**src/include/led_bank_regs.svh**
```systemverilog
`ifndef LED_BANK_REGS_SVH
`define LED_BANK_REGS_SVH

// Register offsets of the two bank registers.
`define LB_OFF_BANK_THREE   8'h04
`define LB_OFF_BANK_FOUR    8'h05
// Field layout inside a bank register.
`define LB_FADE_BIT         5
`define LB_CODE_MSB         4
`define LB_WRITE_MASK       8'h3f
`define LB_RESET_VALUE      8'h00
// Fade ramp step time and blink half period.
`define LB_CLK_PERIOD_NS    10
`define LB_FADE_STEP_NS     1000
`define LB_FADE_STEP_CYCLES ((`LB_FADE_STEP_NS + `LB_CLK_PERIOD_NS - 1) / `LB_CLK_PERIOD_NS)
`define LB_BLINK_TICKS      256

`endif

```
**src/include/led_bank_pkg.sv**
```systemverilog
package led_bank_pkg;

	typedef enum logic [2:0] {
		I2C_IDLE,
		I2C_ADDR,
		I2C_PTR,
		I2C_WDATA,
		I2C_RDATA,
		I2C_ACK_OUT,
		I2C_ACK_IN
	} i2cState_t;

	typedef struct packed {
		logic       ledOn;
		logic       fadeEnable;
		logic       blinkBreatheEnable;
		logic [4:0] code;
		logic [4:0] targetCode;
	} bankCtrl_t;

	typedef struct packed {
		logic [8:0] level;
		logic       phase;
		logic [7:0] blinkCnt;
	} chanState_t;

	typedef struct packed {
		i2cState_t  st;
		i2cState_t  afterAck;
		logic [3:0] bitCnt;
		logic [7:0] shift;
		logic [7:0] ptr;
		logic       sclPrev;
		logic       sdaPrev;
		logic       sdaOe;
		logic       sdaOut;
		logic [7:0] bankThree;
		logic [7:0] bankFour;
		logic [6:0] tickCnt;
		logic       rampTick;
	} topState_t;

endpackage : led_bank_pkg

```
**src/led_bank_channel.sv**
```systemverilog
`timescale 1ns/1ps
`include "led_bank_regs.svh"

module led_bank_channel (
	input  wire logic                   clk_sys,   // System clock.
	input  wire logic                   rst_b,     // Asynchronous reset, active low.
	input  wire logic                   rampTick,  // One-cycle fade step enable.
	input  wire led_bank_pkg::bankCtrl_t ctrl,     // Bank settings.
	output logic [8:0]                  sinkLevel  // Sink current in 0.05 mA units.
);

	led_bank_pkg::chanState_t s_q;
	led_bank_pkg::chanState_t s_d;
	logic [8:0]               bankLevel;
	logic [8:0]               targetLevel;
	logic [8:0]               goal;
	logic                     effectOn;

	// Current table in units of 0.05 mA, so every entry is an exact integer.
	function automatic logic [8:0] decodeCurrent(input logic [4:0] code);
		logic [8:0] c;
		c = {4'h0, code};
		if (code < 5'h05)
		begin
			case (code[2:0])
				3'h0:    decodeCurrent = 9'h000;
				3'h1:    decodeCurrent = 9'h001;
				3'h2:    decodeCurrent = 9'h002;
				3'h3:    decodeCurrent = 9'h004;
				default: decodeCurrent = 9'h00a;
			endcase
		end
		else if (code < 5'h0e)
			decodeCurrent = 9'h014 + (c - 9'h005) * 9'h00a;
		else if (code < 5'h1e)
			decodeCurrent = 9'h078 + (c - 9'h00e) * 9'h014;
		else
			decodeCurrent = code[0] ? 9'h1f4 : 9'h1cc;
	endfunction : decodeCurrent

	always_comb
	begin
		s_d         = s_q;
		bankLevel   = ctrl.ledOn ? decodeCurrent(ctrl.code) : 9'h000;
		targetLevel = decodeCurrent(ctrl.targetCode);
		effectOn    = ctrl.blinkBreatheEnable && ctrl.ledOn;
		goal        = (effectOn && s_q.phase) ? targetLevel : bankLevel;
		if (!ctrl.fadeEnable && !effectOn)
			s_d.level = bankLevel;
		else if (!ctrl.fadeEnable)
		begin
			s_d.level = goal;
			if (rampTick)
			begin
				if (s_q.blinkCnt == 8'(`LB_BLINK_TICKS - 1))
				begin
					s_d.blinkCnt = 8'h00;
					s_d.phase    = ~s_q.phase;
				end
				else
					s_d.blinkCnt = s_q.blinkCnt + 8'h01;
			end
		end
		else if (rampTick)
		begin
			// Fade and breathe move one table unit per step, never a jump.
			if (s_q.level < goal)
				s_d.level = s_q.level + 9'h001;
			else if (s_q.level > goal)
				s_d.level = s_q.level - 9'h001;
			else if (effectOn)
				s_d.phase = ~s_q.phase;
		end
		if (!effectOn)
		begin
			s_d.phase    = 1'b0;
			s_d.blinkCnt = 8'h00;
		end
	end

	always_ff @(posedge clk_sys or negedge rst_b)
	begin
		if (!rst_b)
			s_q <= '0;
		else
			s_q <= s_d;
	end

	assign sinkLevel = s_q.level;
endmodule : led_bank_channel

```
**src/led_bank_current_effect_regs.sv**
```systemverilog
// Operation
// - Register 04h holds bank three code, fade.
// - Register 05h holds bank four, same layout.
// - Cleared sink enables switch bank off always.
// - Zero code off only without blink/breathe.
// - Bank three effect from fade plus 08h.
// - Bank four effect from fade plus 09h.
// - Fade ramps on code change, enable, disable.
// - Blink and breathe loop until disabled.
// - All bank sinks share one code current.
// - Five-bit code decodes through nonlinear table.
// - Effect target from target register code.
`timescale 1ns/1ps
`include "led_bank_regs.svh"

module led_bank_current_effect_regs #(
	parameter logic [6:0] DEV_ADDR = 7'h2a  // Bus address; value is arbitrary.
) (
	input  wire logic       clk_sys,                       // System clock, 100 MHz.
	input  wire logic       rst_b,                         // Asynchronous reset, active low.
	input  wire logic       sclIn,                         // Serial clock pin level.
	input  wire logic       sdaIn,                         // Serial data pin level.
	output logic            sdaOut,                        // Serial data drive value, always low.
	output logic            sdaOe,                         // Serial data pulled low while high.
	input  wire logic       bankThreeSinksEnabled,         // Any bank three sink enabled.
	input  wire logic       bankFourSinksEnabled,          // Any bank four sink enabled.
	input  wire logic       bankThreeBlinkBreatheEnable,   // Bank three blink/breathe enable.
	input  wire logic       bankFourBlinkBreatheEnable,    // Bank four blink/breathe enable.
	input  wire logic [4:0] bankThreeTargetCode,           // Bank three effect target code.
	input  wire logic [4:0] bankFourTargetCode,            // Bank four effect target code.
	output logic [8:0]      bankThreeLevel,                // Bank three sink current, 0.05 mA units.
	output logic [8:0]      bankFourLevel                  // Bank four sink current, 0.05 mA units.
);

	led_bank_pkg::topState_t s_q;
	led_bank_pkg::topState_t s_d;
	led_bank_pkg::bankCtrl_t threeCtrl;
	led_bank_pkg::bankCtrl_t fourCtrl;
	logic                    sclRise;
	logic                    sclFall;
	logic                    startSeen;
	logic                    stopSeen;
	logic                    byteDone;
	logic                    writeStrobe;

	// Only the two bank registers live here; every other offset reads zero.
	function automatic logic [7:0] readReg(input logic [7:0] ptr, input logic [7:0] three,
		input logic [7:0] four);
		if (ptr == `LB_OFF_BANK_THREE)
			readReg = three;
		else if (ptr == `LB_OFF_BANK_FOUR)
			readReg = four;
		else
			readReg = 8'h00;
	endfunction : readReg

	assign sclRise     = sclIn && !s_q.sclPrev;
	assign sclFall     = !sclIn && s_q.sclPrev;
	assign startSeen   = sclIn && s_q.sclPrev && s_q.sdaPrev && !sdaIn;
	assign stopSeen    = sclIn && s_q.sclPrev && !s_q.sdaPrev && sdaIn;
	assign byteDone    = sclFall && s_q.bitCnt == 4'h8;
	assign writeStrobe = byteDone && s_q.st == led_bank_pkg::I2C_WDATA;

	always_comb
	begin
		s_d          = s_q;
		s_d.sclPrev  = sclIn;
		s_d.sdaPrev  = sdaIn;
		s_d.sdaOut   = 1'b0;
		s_d.rampTick = 1'b0;
		if (s_q.tickCnt == 7'(`LB_FADE_STEP_CYCLES - 1))
		begin
			s_d.tickCnt  = 7'h00;
			s_d.rampTick = 1'b1;
		end
		else
			s_d.tickCnt = s_q.tickCnt + 7'h01;

		if (startSeen)
		begin
			s_d.st     = led_bank_pkg::I2C_ADDR;
			s_d.bitCnt = 4'h0;
			s_d.sdaOe  = 1'b0;
		end
		else if (stopSeen)
		begin
			s_d.st    = led_bank_pkg::I2C_IDLE;
			s_d.sdaOe = 1'b0;
		end
		else
		begin
			case (s_q.st)
				led_bank_pkg::I2C_ADDR, led_bank_pkg::I2C_PTR, led_bank_pkg::I2C_WDATA:
				begin
					if (sclRise)
					begin
						s_d.shift  = {s_q.shift[6:0], sdaIn};
						s_d.bitCnt = s_q.bitCnt + 4'h1;
					end
					else if (byteDone)
					begin
						s_d.bitCnt   = 4'h0;
						s_d.sdaOe    = 1'b1;
						s_d.st       = led_bank_pkg::I2C_ACK_OUT;
						s_d.afterAck = led_bank_pkg::I2C_WDATA;
						if (s_q.st == led_bank_pkg::I2C_ADDR)
						begin
							if (s_q.shift[7:1] != DEV_ADDR)
							begin
								s_d.sdaOe = 1'b0;
								s_d.st    = led_bank_pkg::I2C_IDLE;
							end
							else if (s_q.shift[0])
							begin
								s_d.afterAck = led_bank_pkg::I2C_RDATA;
								s_d.shift    = readReg(s_q.ptr, s_q.bankThree, s_q.bankFour);
							end
							else
								s_d.afterAck = led_bank_pkg::I2C_PTR;
						end
						else if (s_q.st == led_bank_pkg::I2C_PTR)
							s_d.ptr = s_q.shift;
						else
						begin
							// Bits 7:6 are reserved and always read back as zero.
							if (s_q.ptr == `LB_OFF_BANK_THREE)
								s_d.bankThree = s_q.shift & `LB_WRITE_MASK;
							if (s_q.ptr == `LB_OFF_BANK_FOUR)
								s_d.bankFour = s_q.shift & `LB_WRITE_MASK;
							s_d.ptr = s_q.ptr + 8'h01;
						end
					end
				end
				led_bank_pkg::I2C_ACK_OUT:
				begin
					if (sclFall)
					begin
						s_d.st     = s_q.afterAck;
						s_d.bitCnt = 4'h0;
						s_d.sdaOe  = (s_q.afterAck == led_bank_pkg::I2C_RDATA) ? !s_q.shift[7] : 1'b0;
					end
				end
				led_bank_pkg::I2C_RDATA:
				begin
					if (sclRise)
						s_d.bitCnt = s_q.bitCnt + 4'h1;
					else if (byteDone)
					begin
						s_d.sdaOe = 1'b0;
						s_d.st    = led_bank_pkg::I2C_ACK_IN;
					end
					else if (sclFall)
					begin
						s_d.shift = {s_q.shift[6:0], 1'b0};
						s_d.sdaOe = !s_q.shift[6];
					end
				end
				led_bank_pkg::I2C_ACK_IN:
				begin
					if (sclRise)
					begin
						// A missing acknowledge ends the read; the master then sends a stop.
						if (sdaIn)
							s_d.st = led_bank_pkg::I2C_IDLE;
						else
						begin
							s_d.ptr      = s_q.ptr + 8'h01;
							s_d.shift    = readReg(s_q.ptr + 8'h01, s_q.bankThree, s_q.bankFour);
							s_d.st       = led_bank_pkg::I2C_ACK_OUT;
							s_d.afterAck = led_bank_pkg::I2C_RDATA;
						end
					end
				end
				led_bank_pkg::I2C_IDLE:
					s_d.sdaOe = 1'b0;
				default:
				begin
					s_d.st    = led_bank_pkg::I2C_IDLE;
					s_d.sdaOe = 1'b0;
				end
			endcase
		end
	end

	always_ff @(posedge clk_sys or negedge rst_b)
	begin
		if (!rst_b)
		begin
			s_q           <= '0;
			s_q.sclPrev   <= 1'b1;
			s_q.sdaPrev   <= 1'b1;
			s_q.bankThree <= `LB_RESET_VALUE;
			s_q.bankFour  <= `LB_RESET_VALUE;
		end
		else
			s_q <= s_d;
	end

	assign sdaOut = s_q.sdaOut;
	assign sdaOe  = s_q.sdaOe;

	always_comb
	begin
		threeCtrl.ledOn              = bankThreeSinksEnabled;
		threeCtrl.fadeEnable         = s_q.bankThree[`LB_FADE_BIT];
		threeCtrl.blinkBreatheEnable = bankThreeBlinkBreatheEnable;
		threeCtrl.code               = s_q.bankThree[`LB_CODE_MSB:0];
		threeCtrl.targetCode         = bankThreeTargetCode;
		fourCtrl.ledOn               = bankFourSinksEnabled;
		fourCtrl.fadeEnable          = s_q.bankFour[`LB_FADE_BIT];
		fourCtrl.blinkBreatheEnable  = bankFourBlinkBreatheEnable;
		fourCtrl.code                = s_q.bankFour[`LB_CODE_MSB:0];
		fourCtrl.targetCode          = bankFourTargetCode;
	end

	led_bank_channel u_three (
		.clk_sys   (clk_sys),
		.rst_b     (rst_b),
		.rampTick  (s_q.rampTick),
		.ctrl      (threeCtrl),
		.sinkLevel (bankThreeLevel)
	);

	led_bank_channel u_four (
		.clk_sys   (clk_sys),
		.rst_b     (rst_b),
		.rampTick  (s_q.rampTick),
		.ctrl      (fourCtrl),
		.sinkLevel (bankFourLevel)
	);
endmodule : led_bank_current_effect_regs

```
**config.mk**
```make
export PLATFORM = sky130hd
export DESIGN_NAME = led_bank_current_effect_regs
export DESIGN_NICKNAME = d
export VERILOG_FILES = /design/src/include/led_bank_pkg.sv /design/src/led_bank_channel.sv /design/src/led_bank_current_effect_regs.sv
export VERILOG_INCLUDE_DIRS = /design/src /design/src/include
export SDC_FILE = /design/constraint.sdc
export NUM_CORES = 1
export LEC_CHECK = 0
export BUFFER_PORTS_ARGS = -buffer_cell sky130_fd_sc_hd__buf_2
export CORE_MARGIN = 2
export CORE_UTILIZATION = 52
export CTS_BUF_LIST = sky130_fd_sc_hd__clkbuf_8
export DETAILED_ROUTE_END_ITERATION = 12
export GPL_TIMING_DRIVEN = 0
export PLACE_DENSITY = 0.78
export SLEW_MARGIN = 20
export SYNTH_ARGS = -nofsm -noshare
export SYNTH_HDL_FRONTEND = slang
export SYNTH_SLANG_ARGS = --single-unit
```
**constraint.sdc**
```tcl
create_clock -name clk_sys -period 7.4 [get_ports clk_sys]
set_input_delay 1.48 -clock clk_sys [delete_from_list [all_inputs] [get_ports clk_sys]]
set_output_delay 1.48 -clock clk_sys [all_outputs]
set_load 0.02 [all_outputs]
```
==> impl_results.md, run 1 <==
- Outcome: completed
- Most common cell in the netlist: ha_1
- Crit Reg-Reg Endpoint: u_three.sinkLevel[8]$_DFFE_PN0P_
- Total power: about 1.2 mW
- Core ar.: 18700 um2
- Register area share after synthesis: 21.5%
- Worst path arrival time: about 7.4 ns
- Worst slew pin tran: between 0.7 and 0.8 ns
- # setup viols final: 0
- H-tree depth: 3
- Avg Cell Area, Syn: roughly 8.2 um2
- Routed vias/inst: ~5.9
- # port buffers: 35
- Hold EP: s_q[49]$_DFFE_PN0P_
- RePlAce Congestion: slightly above 0.9
- Initial Util: 53.1%
- IO Pins: 38
- Post-synthesis compound-gate area fraction: slightly above 20%
- Root Driver: clkbuf_8
- Hold path start: s_q[49]$_DFFE_PN0P_
- Nature of the critical path endpoint: flip-flop
- Simple-Gate Fraction of Synth Area: about 19%
- Wire per inst: about 15 um
- CP most frequent cell: ha_1
- Vias in the first global route: 8463
- Worst flop-to-flop path startpoint: s_q[17]$_DFFE_PN0P_
- Largest family of logic cells by synthesized area: adder cells
- CTS Sinks: 85
- Number of CTS-inserted buffers: 9
- Multi-input gate area: between 7000 and 8000 um2
- Largest vdd supply drop: roughly 0.078 mV
- Dominant cells by area after synthesis: dfrtp_1 (21%), ha_1 (18%), a21oi_1 (5.5%)
- Final core occ: 57.6%
- CTS tree: built
- Crit path launch type: primary input
- Count of cell types in the netlist: 79
- Area leader, netlist: dfrtp_1
- Min cycle time layout: slightly above 7 ns
- Seq pwr share: between 40% and 50%
- Synth cell count leaders: ha_1 (144), nor2_1 (121), a21oi_1 (109)
- FP Rows: 50
- Area share of fa/ha/maj cells after synthesis: between 20% and 30%
- Final hold slack: 0.487 ns
- Critical path's slowest cell: fa_1
- Clock-pin slew on the worst setup and hold paths: 0.09 ns
- Main synth FF type: dfrtp_1
- Syn-to-layout area delta: 8.48%
- # diodes: 0
- First-pass GRT wire length: just under 40 mm
- Fmax: 0.141 GHz
- Clk_lat worst skew: between 0.3 and 0.4 ns
- Mux contribution to synthesized area: around 4.8%
- Drc violations: 0
- Tcrit/Tclk final: roughly 96%
- NetSw: 0.419 mW
- Share of cells above drive strength 1: roughly 10%
- Relative slew slack: between 40% and 50%
- WHS Path Cells: 1
- Flops & latches, synth: 85
- Vias: a little under 9k
- DRT Pass-1 Iters: 5
- Max Cap Violations: 0
- Synth Area in XOR/XNOR: a little under a tenth
- Proportion of power drawn by combinational gates: between 30% and 40%
- Critical path type: in2reg
- Lkg Pwr: approximately 5.0 nW
- DIE WIDTH: roughly 140 um
- Global Route Usage Sum: between 20% and 30%
- Final slew viol count: 0
- Die height: 142 um
- CP max FO: 13
- Switching portion of total power: 34.7%
- Initial antenna violation count: 0
- R2R Setup Slk: ~0.77 ns
- Max incr delay on CP: approximately 0.46 ns
- Ys async rst share: 100%
- Total grt overflow: 0
- Internal power: about 0.79 mW
- Cell Area, Synth: slightly below 10000 um2
- Fin. Hold Viols: 0
- Pwr/cell area: between 100 and 150 nW/um2
- Min-delay worst type: reg2reg
- Worst Skew: about 0.011 ns
- Storage element area: about 2100 um2
- Syn nets: around 1.4k
- Synth top area share: between 20% and 30%
- Starting DRT DRC Count: between 400 and 500
- Largest net degree at the start of global routing: 54
- Final WL: 22.2 mm
- Nets: roughly 1.4k
- Post-synth EDFFs: 0
- Crit path required time: approximately 7.7 ns
- Fillcell total: about 1.7k
- Gate Count Post-Synth: 1216
- Clock share of power: 28.9%
- Die area: between 20000 and 25000 um2
- Clk buf depth: 2
- Antenna viol nets, final: 0
- R2R depth: 23
- Hpwl dp: ~17 mm
- Yosys warning count: 0
[what timing repair did]
item	in CTS	in global routing
hold endpoints to repair	0	0
setup endpoints to repair	4	7
gates resized for setup	2	19
hold buffers	0	0
setup buffers	3	2
gates cloned	0	0
pin swaps	1	3
[layer usage]
metal | vias up | global-route usage [%] | share of wire [%]
met5 | - | 0 | 0
met2 | 215 | 38.7 | 48
li1 | 4446 | - | -
met1 | 4149 | 31.0 | 47
met3 | 24 | 3.16 | 4.2
met4 | 0 | 6.26 | 1.5
[cells by family (layout without fill, tap and decap cells)]
family / after synthesis / in the layout
buffers and inverters: 125 / 181
multiplexers: 44 / 44
adder cells (fa/ha/maj): 154 / 154
AND/OR/NAND/NOR: 384 / 384
flip-flops: 85 / 85
AO/OA/AOI/OAI: 320 / 320
XOR/XNOR: 103 / 103
other: 1 / 1
[registers in the layout (all words and copies together), names as in the netlist]
name	count
u_four.s_q	9
s_q	42
fourCtrl	6
sdaOe	1
u_three.s_q	9
u_three.sinkLevel	9
u_four.sinkLevel	9
[critical path: cells and delay by family]
| family | cells | cell delay (ns) |
|---|---|---|
| AO/OA/AOI/OAI | 10 | 2.29 |
| adder cells (fa/ha/maj) | 6 | 1.72 |
| multiplexers | 2 | 0.37 |
| buffers and inverters | 4 | 0.52 |
| AND/OR/NAND/NOR | 3 | 0.53 |
| XOR/XNOR | 3 | 0.43 |
[area by class of cell]
| cell class | count | area share [%] |
|---|---|---|
| Multi-Input combinational cell | 1006 | 68.4 |
| Sequential cell | 85 | 19.8 |
| Buffer | 60 | 2.79 |
| Tap cell | 234 | 2.72 |
| Timing Repair Buffer | 41 | 2.28 |
| Inverter | 64 | 2.23 |
| Clock buffer | 9 | 1.15 |
| Clock inverter | 7 | 0.697 |
[power by group through the flow]
stage | logic (mW) | registers [mW] | clock network, mW
4_1_cts | 0.360 | 0.491 | 0.359
6_report | 0.366 | 0.492 | 0.348
2_1_floorplan | 0.273 | 0.495 | 0
3_3_place_gp | 0.344 | 0.501 | 0
5_1_grt | 0.412 | 0.494 | 0.376
3_5_place_dp | 0.357 | 0.500 | 0
[worst max path at each step]
stage                                                   to  cells after the start                    from  slack, ns
after floorplan           u_three.sinkLevel[8]$_DFFE_PN0P_                     27  bankThreeTargetCode[1]       0.04
after global placement    u_three.sinkLevel[8]$_DFFE_PN0P_                     28  bankThreeTargetCode[1]      -0.92
after detailed placement  u_three.sinkLevel[8]$_DFFE_PN0P_                     28  bankThreeTargetCode[1]      -1.04
after CTS                 u_three.sinkLevel[8]$_DFFE_PN0P_                     28  bankThreeTargetCode[1]       0.02
after global routing      u_three.sinkLevel[8]$_DFFE_PN0P_                     28  bankThreeTargetCode[1]      -0.01
final                     u_three.sinkLevel[8]$_DFFE_PN0P_                     28  bankThreeTargetCode[1]       0.30
[layout by cell type (no fill, tap or decap), types with 5 or more instances in the layout]
cell type  Yosys  final
mux2_2         8      8
dfrtp_1       83     83
mux2i_1       25     25
buf_2          3     36
a221oi_1       6      6
and2_1         7      7
o22ai_1       13     12
clkbuf_8       0      9
xnor2_1       56     56
nor2b_1       20     20
a21oi_1      109    104
nand2_1      101    101
nor2_1       121    120
buf_1          6      6
a21o_1        19     19
o21a_1        12     12
ha_1         144    143
o21ai_0       69     69
nand3_1       37     37
buf_4         19     26
a31oi_1       15     14
nor3_1        26     26
inv_1         62     61
mux2_1         7      7
o221ai_1       5      5
fa_1          10     10
clkbuf_1      33     32
nor3b_1        7      7
a221o_1        5      5
or3_1          6      6
nand4_1       12     12
nand2b_1      14     14
a211oi_1       9      9
xor2_1        45     45
o211ai_1      11     11
a22oi_1        6      5
and3_1         8      8
[metrics by stage]
stage	std cells	area, um2	TNS, ns	setup slack (ns)
floorplan	1216	9940	0	0.0402
global placement	1485	10400	-2.52	-0.916
detailed placement	1486	10400	-3.54	-1.04
CTS	1504	10700	0	0.0184
global route	1506	10800	-0.0102	-0.0102
finish	1506	10800	0	0.302
No activity file was read; power rests on OpenSTA's default activity.
==> run 2: changes to the inputs <==
--- a/config.mk
+++ b/config.mk
@@ -7,12 +7,15 @@
 export NUM_CORES = 1
 export LEC_CHECK = 0
 export BUFFER_PORTS_ARGS = -buffer_cell sky130_fd_sc_hd__buf_2
+export CELL_PAD_IN_SITES_DETAIL_PLACEMENT = 0
+export CELL_PAD_IN_SITES_GLOBAL_PLACEMENT = 1
 export CORE_MARGIN = 2
-export CORE_UTILIZATION = 52
+export CORE_UTILIZATION = 50
 export CTS_BUF_LIST = sky130_fd_sc_hd__clkbuf_8
+export CTS_CLUSTER_SIZE = 14
 export DETAILED_ROUTE_END_ITERATION = 12
 export GPL_TIMING_DRIVEN = 0
-export PLACE_DENSITY = 0.78
+export PLACE_DENSITY = 0.93
 export SLEW_MARGIN = 20
 export SYNTH_ARGS = -nofsm -noshare
 export SYNTH_HDL_FRONTEND = slang
==> run 2 against run 1 <==
Compared with the run above: global-route usage shrank 1.0 points; fmax grew 1.6%; count of clock-buffer cells in the layout grew 2; combinational power shrank 2%; critical path depth is the same.
==> impl_results.md, run 2 (same netlist as run 1, synthesis figures left out) <==
- Cts hold-fix bufs: 0 (unchanged)
- Relative slew slack: 46.3% (was 45.6%)
- # diodes: 0 (unchanged)
- Fmax: 0.143 GHz (was 0.141 GHz)
- Worst path arrival time: 7.26 ns (was 7.38 ns)
- R2R depth: 23 (unchanged)
- DIE WIDTH: 145 um (was 142 um)
- Routed vias/inst: 5.64 (was 5.87)
- Clk_lat worst skew: 0.39 ns (was 0.38 ns)
- Hpwl dp: 17.7 mm (was 17.3 mm)
- WHS Path Cells: 1 (unchanged)
- Pwr/cell area: 110 nW/um2 (was 112 nW/um2)
- Final WL: 22.6 mm (was 22.2 mm)
- Worst Skew: 0.0148 ns (was 0.0114 ns)
- Clock-pin slew on the worst setup and hold paths: 0.09 ns (about the same)
- Fin. Hold Viols: 0 (unchanged)
- Initial antenna violation count: 0 (unchanged)
- Nets: 1442 (was 1439)
- Post-placement cell count: 1517 (was 1486)
- Largest register FFs: 42 (unchanged)
- Final slew viol count: 0 (unchanged)
- Syn-to-layout area delta: 8.76% (was 8.48%)
- RePlAce Congestion: 0.889 (was 0.912)
- Largest net degree at the start of global routing: 46 (was 54)
- First-pass GRT wire length: 39.4 mm (was 38.9 mm)
- Starting DRT DRC Count: 448 (was 466)
- Min cycle time layout: 6.98 ns (was 7.10 ns)
- CTS tree: built (unchanged)
- Worst slew pin tran: 0.785 ns (was 0.795 ns)
- Root Driver: clkbuf_8 (unchanged)
- Die area: 21000 um2 (was 20200 um2)
- Drc violations: 0 (unchanged)
- Share of cells above drive strength 1: 9.96% (was 9.98%)
- Commonest non-fill, non-tap cells in the layout: ha_1 (143), nor2_1 (121), a21oi_1 (105), nand2_1 (100), dfrtp_1 (83) (was ha_1 (143), nor2_1 (120), a21oi_1 (104), nand2_1 (101), dfrtp_1 (83))
- DRT Pass-1 Iters: 5 (unchanged)
- Critical path type: in2reg (unchanged)
- Max Cap Violations: 0 (unchanged)
- Tcrit/Tclk final: 94.4% (was 95.9%)
- H-tree depth: 3 (unchanged)
- CTS Sinks: 85 (unchanged)
- Total power: 1.19 mW (was 1.21 mW)
- # port buffers: 35 (unchanged)
- Global Route Usage Sum: 22.0% (was 23.0%)
- Most common cell after layout, fill and taps aside: ha_1 (unchanged)
- Number of CTS-inserted buffers: 9 (unchanged)
- FP Rows: 51 (was 50)
- RSZ-0062 raised after global routing: false
- Wire per inst: 14.7 um (was 14.8 um)
- Antenna viol nets, final: 0 (unchanged)
- # setup viols final: 0 (unchanged)
- CP most frequent cell: ha_1 (unchanged)
- Total grt overflow: 0 (unchanged)
- Min-delay worst type: reg2reg (unchanged)
- Crit path required time: 7.68 ns (about the same)
- Max incr delay on CP: 0.46 ns (about the same)
- Post-Layout Cell Count: 1540 (was 1506)
- IO Pins: 38 (unchanged)
- Critical path's slowest cell: fa_1 (unchanged)
- Crit path launch type: primary input (unchanged)
- Clk buf depth: 2 (unchanged)
- Core ar.: 19500 um2 (was 18700 um2)
- Vias in the first global route: 8388 (was 8463)
- Largest register by flop count: s_q (unchanged)
- Lkg Pwr: 5.00 nW (about the same)
- Outcome: completed (unchanged)
- Initial Util: 51.0% (was 53.1%)
- CP max FO: 13 (unchanged)
- Final hold slack: 0.493 ns (was 0.487 ns)
- Post-Route Setup TNS: 0 ns (unchanged)
- Nature of the critical path endpoint: flip-flop (unchanged)
- Die height: 145 um (was 142 um)
- Largest vdd supply drop: 0.0760 mV (was 0.0776 mV)
- Vias: 8690 (was 8834)
run 2: worst paths after layout:
kind / start / to / slack, ns
min in group asynchronous: rst_b / u_four.s_q[3]$_DFFE_PN0P_ / 1.00
hold reg to reg: s_q[1]$_DFF_PN0_ / s_q[1]$_DFF_PN0_ / 0.49
hold / removal: s_q[1]$_DFF_PN0_ / s_q[1]$_DFF_PN0_ / 0.49
setup reg to reg: s_q[17]$_DFFE_PN0P_ / u_three.sinkLevel[8]$_DFFE_PN0P_ / 0.54
setup / recovery: bankThreeTargetCode[1] / u_three.sinkLevel[8]$_DFFE_PN0P_ / 0.42
max in group asynchronous: rst_b / s_q[26]$_DFF_PN1_ / 5.78
run 2: stage by stage:
stage,worst slack [ns],area [um2],util (%)
3_3_place_gp,-0.990,10400,53.7
3_5_place_dp,-1.04,10500,53.9
6_report,0.418,10800,55.5
5_1_grt,0.0250,10800,55.5
2_1_floorplan,0.0402,9940,-
4_1_cts,0.0170,10700,55.0
run 2: per-layer routing:
metal  vias to the layer above  track usage, %  wire length [um]
li1                       4435               -                 -
met1                      4102            29.6             10900
met2                       130            37.7             10800
met3                        23            2.70               666
met4                         0            5.20               314
met5                         -               0                 0
run 2: where the power goes:
group / leakage [nW] / total (mW) / internal [mW] / switching (mW)
logic: 3.76 / 0.360 / 0.152 / 0.208
registers: 1.15 / 0.493 / 0.477 / 0.0157
clock network: 0.0939 / 0.333 / 0.143 / 0.190
run 2: area by class of cell:
| type | count | area, um2 |
|---|---|---|
| fillers | 1854 | 8670 |
| multi-input cells | 1006 | 7330 |
| flip-flops and latches | 85 | 2130 |
| well taps | 265 | 332 |
| plain buffers | 60 | 300 |
| repair buffers | 44 | 272 |
| inverters | 64 | 240 |
| clock buffers | 11 | 151 |
| clock inverters | 5 | 40.0 |
run 2: critical path, delay by kind of cell:
kind | cells | cell delay, ns
compound gates | 10 | 2.24
simple gates | 3 | 0.49
xor+xnor | 3 | 0.44
mux | 2 | 0.36
fa+ha+maj | 6 | 1.71
buf+inv | 4 | 0.53
run 2: repair_timing:
item | 4_1_cts | 5_1_grt
setup buffers | 3 | 5
endpoints found under the setup margin | 4 | 7
pin swaps | 1 | 4
resized for setup | 1 | 15
endpoints found under the hold margin | 0 | 0
==> run 3: changes to the inputs <==
--- a/config.mk
+++ b/config.mk
@@ -9,11 +9,12 @@
 export BUFFER_PORTS_ARGS = -buffer_cell sky130_fd_sc_hd__buf_2
 export CELL_PAD_IN_SITES_DETAIL_PLACEMENT = 0
 export CELL_PAD_IN_SITES_GLOBAL_PLACEMENT = 1
-export CORE_MARGIN = 2
+export CORE_MARGIN = 4
 export CORE_UTILIZATION = 50
 export CTS_BUF_LIST = sky130_fd_sc_hd__clkbuf_8
 export CTS_CLUSTER_SIZE = 14
 export DETAILED_ROUTE_END_ITERATION = 12
+export GPL_ROUTABILITY_DRIVEN = 0
 export GPL_TIMING_DRIVEN = 0
 export PLACE_DENSITY = 0.93
 export SLEW_MARGIN = 20
==> run 3 against run 2 <==
Compared with the run above: register-to-register slack better by 0.09 ns; count of clock-buffer cells in the layout down 2; critical path depth up 3; critical endpoint is now u_four.sinkLevel[8]$_DFFE_PN0P_; highest routed layer unchanged.
==> impl_results.md, run 3 (same netlist as run 1, synthesis figures left out) <==
- Outcome: completed (unchanged)
- Commonest non-fill, non-tap cells in the layout: ha_1 (143), nor2_1 (121), a21oi_1 (105), nand2_1 (101), dfrtp_1 (83) (was ha_1 (143), nor2_1 (121), a21oi_1 (105), nand2_1 (100), dfrtp_1 (83))
- H-tree depth: 3 (unchanged)
- Min-delay worst type: reg2reg (unchanged)
- FP Rows: 51 (unchanged)
- Routed vias/inst: 5.69 (was 5.64)
- Fin. Hold Viols: 0 (unchanged)
- Crit path required time: 7.70 ns (was 7.68 ns)
- Global Route Usage Sum: 20.5% (was 22.0%)
- CP max FO: 9 (was 13)
- Fmax: 0.142 GHz (was 0.143 GHz)
- Clock share of power: 29.4% (was 28.1%)
- Largest net degree at the start of global routing: 45 (was 46)
- Critical path's slowest cell: fa_1 (unchanged)
- Starting DRT DRC Count: 426 (was 448)
- Core ar.: 19500 um2 (about the same)
- Final Worst Setup Slack: 0.366 ns (was 0.418 ns)
- Syn-to-layout area delta: 8.60% (was 8.76%)
- Clk buf depth: 2 (unchanged)
- Final hold slack: 0.499 ns (was 0.493 ns)
- Largest vdd supply drop: 0.0827 mV (was 0.0760 mV)
- Share of cells above drive strength 1: 9.60% (was 9.96%)
- Clk_lat worst skew: 0.38 ns (was 0.39 ns)
- First-pass GRT wire length: 38.9 mm (was 39.4 mm)
- Critical path type: in2reg (unchanged)
- Final WL: 22.6 mm (about the same)
- Seq pwr share: 40.6% (was 41.5%)
- Number of CTS-inserted buffers: 9 (unchanged)
- Antenna viol nets, final: 0 (unchanged)
- Switching portion of total power: 35.0% (was 34.9%)
- Initial Util: 50.8% (was 51.0%)
- Max Cap Violations: 0 (unchanged)
- Post-placement cell count: 1517 (unchanged)
- Post-Route Setup TNS: 0 ns (unchanged)
- Nature of the critical path endpoint: flip-flop (unchanged)
- Final slew viol count: 0 (unchanged)
- Relative slew slack: 43.9% (was 46.3%)
- Root Driver: clkbuf_8 (unchanged)
- Multi-input gate area: 7340 um2 (was 7330 um2)
- Most common cell after layout, fill and taps aside: ha_1 (unchanged)
- Worst Skew: 0.0171 ns (was 0.0148 ns)
- Drc violations: 0 (unchanged)
- Largest register FFs: 42 (unchanged)
- Initial antenna violation count: 0 (unchanged)
- Total grt overflow: 0 (unchanged)
- Min cycle time layout: 7.03 ns (was 6.98 ns)
- Tcrit/Tclk final: 95.1% (was 94.4%)
- Pwr/cell area: 113 nW/um2 (was 110 nW/um2)
- Die height: 149 um (was 145 um)
- # setup viols final: 0 (unchanged)
- Worst slew pin tran: 0.820 ns (was 0.785 ns)
- Die area: 22200 um2 (was 21000 um2)
- DRT Pass-1 Iters: 5 (unchanged)
- Largest register by flop count: s_q (unchanged)
- # port buffers: 35 (unchanged)
- Nets: 1438 (was 1442)
- Lkg Pwr: 4.99 nW (was 5.00 nW)
- Vias: 8745 (was 8690)
- Worst path arrival time: 7.34 ns (was 7.26 ns)
- CTS tree: built (unchanged)
- Post-Layout Cell Count: 1536 (was 1540)
- # diodes: 0 (unchanged)
- Clock-pin slew on the worst setup and hold paths: 0.10 ns (was 0.09 ns)
- CTS Sinks: 85 (unchanged)
- Hpwl dp: 17.7 mm (about the same)
- Storage element area: 2130 um2 (unchanged)
- Max incr delay on CP: 0.46 ns (about the same)
- Wire per inst: 14.7 um (about the same)
- Fillcell total: 1934 (was 1854)
- Crit path launch type: primary input (unchanged)
- IO Pins: 38 (unchanged)
- Proportion of power drawn by combinational gates: 29.9% (was 30.4%)
- DIE WIDTH: 149 um (was 145 um)
- NetSw: 0.424 mW (was 0.414 mW)
- Internal power: 0.789 mW (was 0.772 mW)
- Vias in the first global route: 8489 (was 8388)
- Pre-CTS setup slack: -0.995 ns (was -1.04 ns)
==> run 3: cell count changes in the layout (fill, tap and decap cells not counted) <==
cell / change
buf_4: -3
clkbuf_8: -2
a21oi_2: -1
a21oi_4: +1
buf_6: -1
bufinv_16: +1
clkinv_4: +1
clkinvlp_4: -1
inv_6: +1
nand2_1: +1
nand2_2: -1
==> run 3: path summary, 6_finish.rpt <==
path,startpoint,end,slack (ns),depth (start not counted)
worst min-delay path,s_q[1]$_DFF_PN0_,s_q[1]$_DFF_PN0_,0.50,1
max in group asynchronous,rst_b,s_q[26]$_DFF_PN1_,5.61,2
worst max-delay path,bankFourTargetCode[0],u_four.sinkLevel[8]$_DFFE_PN0P_,0.37,31
worst max register to register,s_q[17]$_DFFE_PN0P_,u_three.sinkLevel[8]$_DFFE_PN0P_,0.63,23
worst min register to register,s_q[1]$_DFF_PN0_,s_q[1]$_DFF_PN0_,0.50,1
min in group asynchronous,rst_b,u_four.s_q[3]$_DFFE_PN0P_,1.10,1
==> run 3: what timing repair did <==
action | 4_1_cts | 5_1_grt
endpoints found under the setup margin | 4 | 7
pin swaps | 1 | 4
hold buffers | 0 | 0
gates cloned | 0 | 0
buffers inserted | 2 | 2
resized for setup | 2 | 14
==> run 3: power groups by stage <==
stage	sequential, mW	clock [mW]	combinational, mW
4_1_cts	0.492	0.369	0.360
6_report	0.493	0.357	0.363
3_5_place_dp	0.501	0	0.358
3_3_place_gp	0.501	0	0.351
5_1_grt	0.494	0.386	0.407
2_1_floorplan	0.495	0	0.273
==> run 3: routing by layer <==
metal	GRT usage (%)	share of wire, %	vias to the layer above
li1	-	-	4436
met3	2.37	3.2	26
met2	35.5	48	172
met4	5.17	1.6	0
met1	27.4	47	4111
met5	0	0	-
==> run 3: final cells by class <==
| type | instances | share of cell area (%) |
|---|---|---|
| Clock buffer | 9 | 1.15 |
| Tap cell | 265 | 3.08 |
| Buffer | 60 | 2.79 |
| Clock inverter | 7 | 0.743 |
| Multi-Input combinational cell | 1006 | 68.1 |
| Sequential cell | 85 | 19.8 |
| Timing Repair Buffer | 40 | 2.21 |
| Inverter | 64 | 2.23 |
==> run 3: stage by stage <==
stage / util, % / area [um2] / power, mW
after floorplan: - / 9940 / 0.768
after global placement: 53.5 / 10400 / 0.852
after detailed placement: 53.7 / 10500 / 0.859
after CTS: 54.8 / 10700 / 1.22
after global routing: 55.2 / 10800 / 1.29
final: 55.2 / 10800 / 1.21
==> run 3: worst max-delay path, delay by kind of cell <==
kind,cells,cell delay (ns)
compound gates,12,2.13
fa+ha+maj,5,1.76
simple gates,5,0.66
buf+inv,5,0.63
xor+xnor,3,0.48
mux,1,0.19
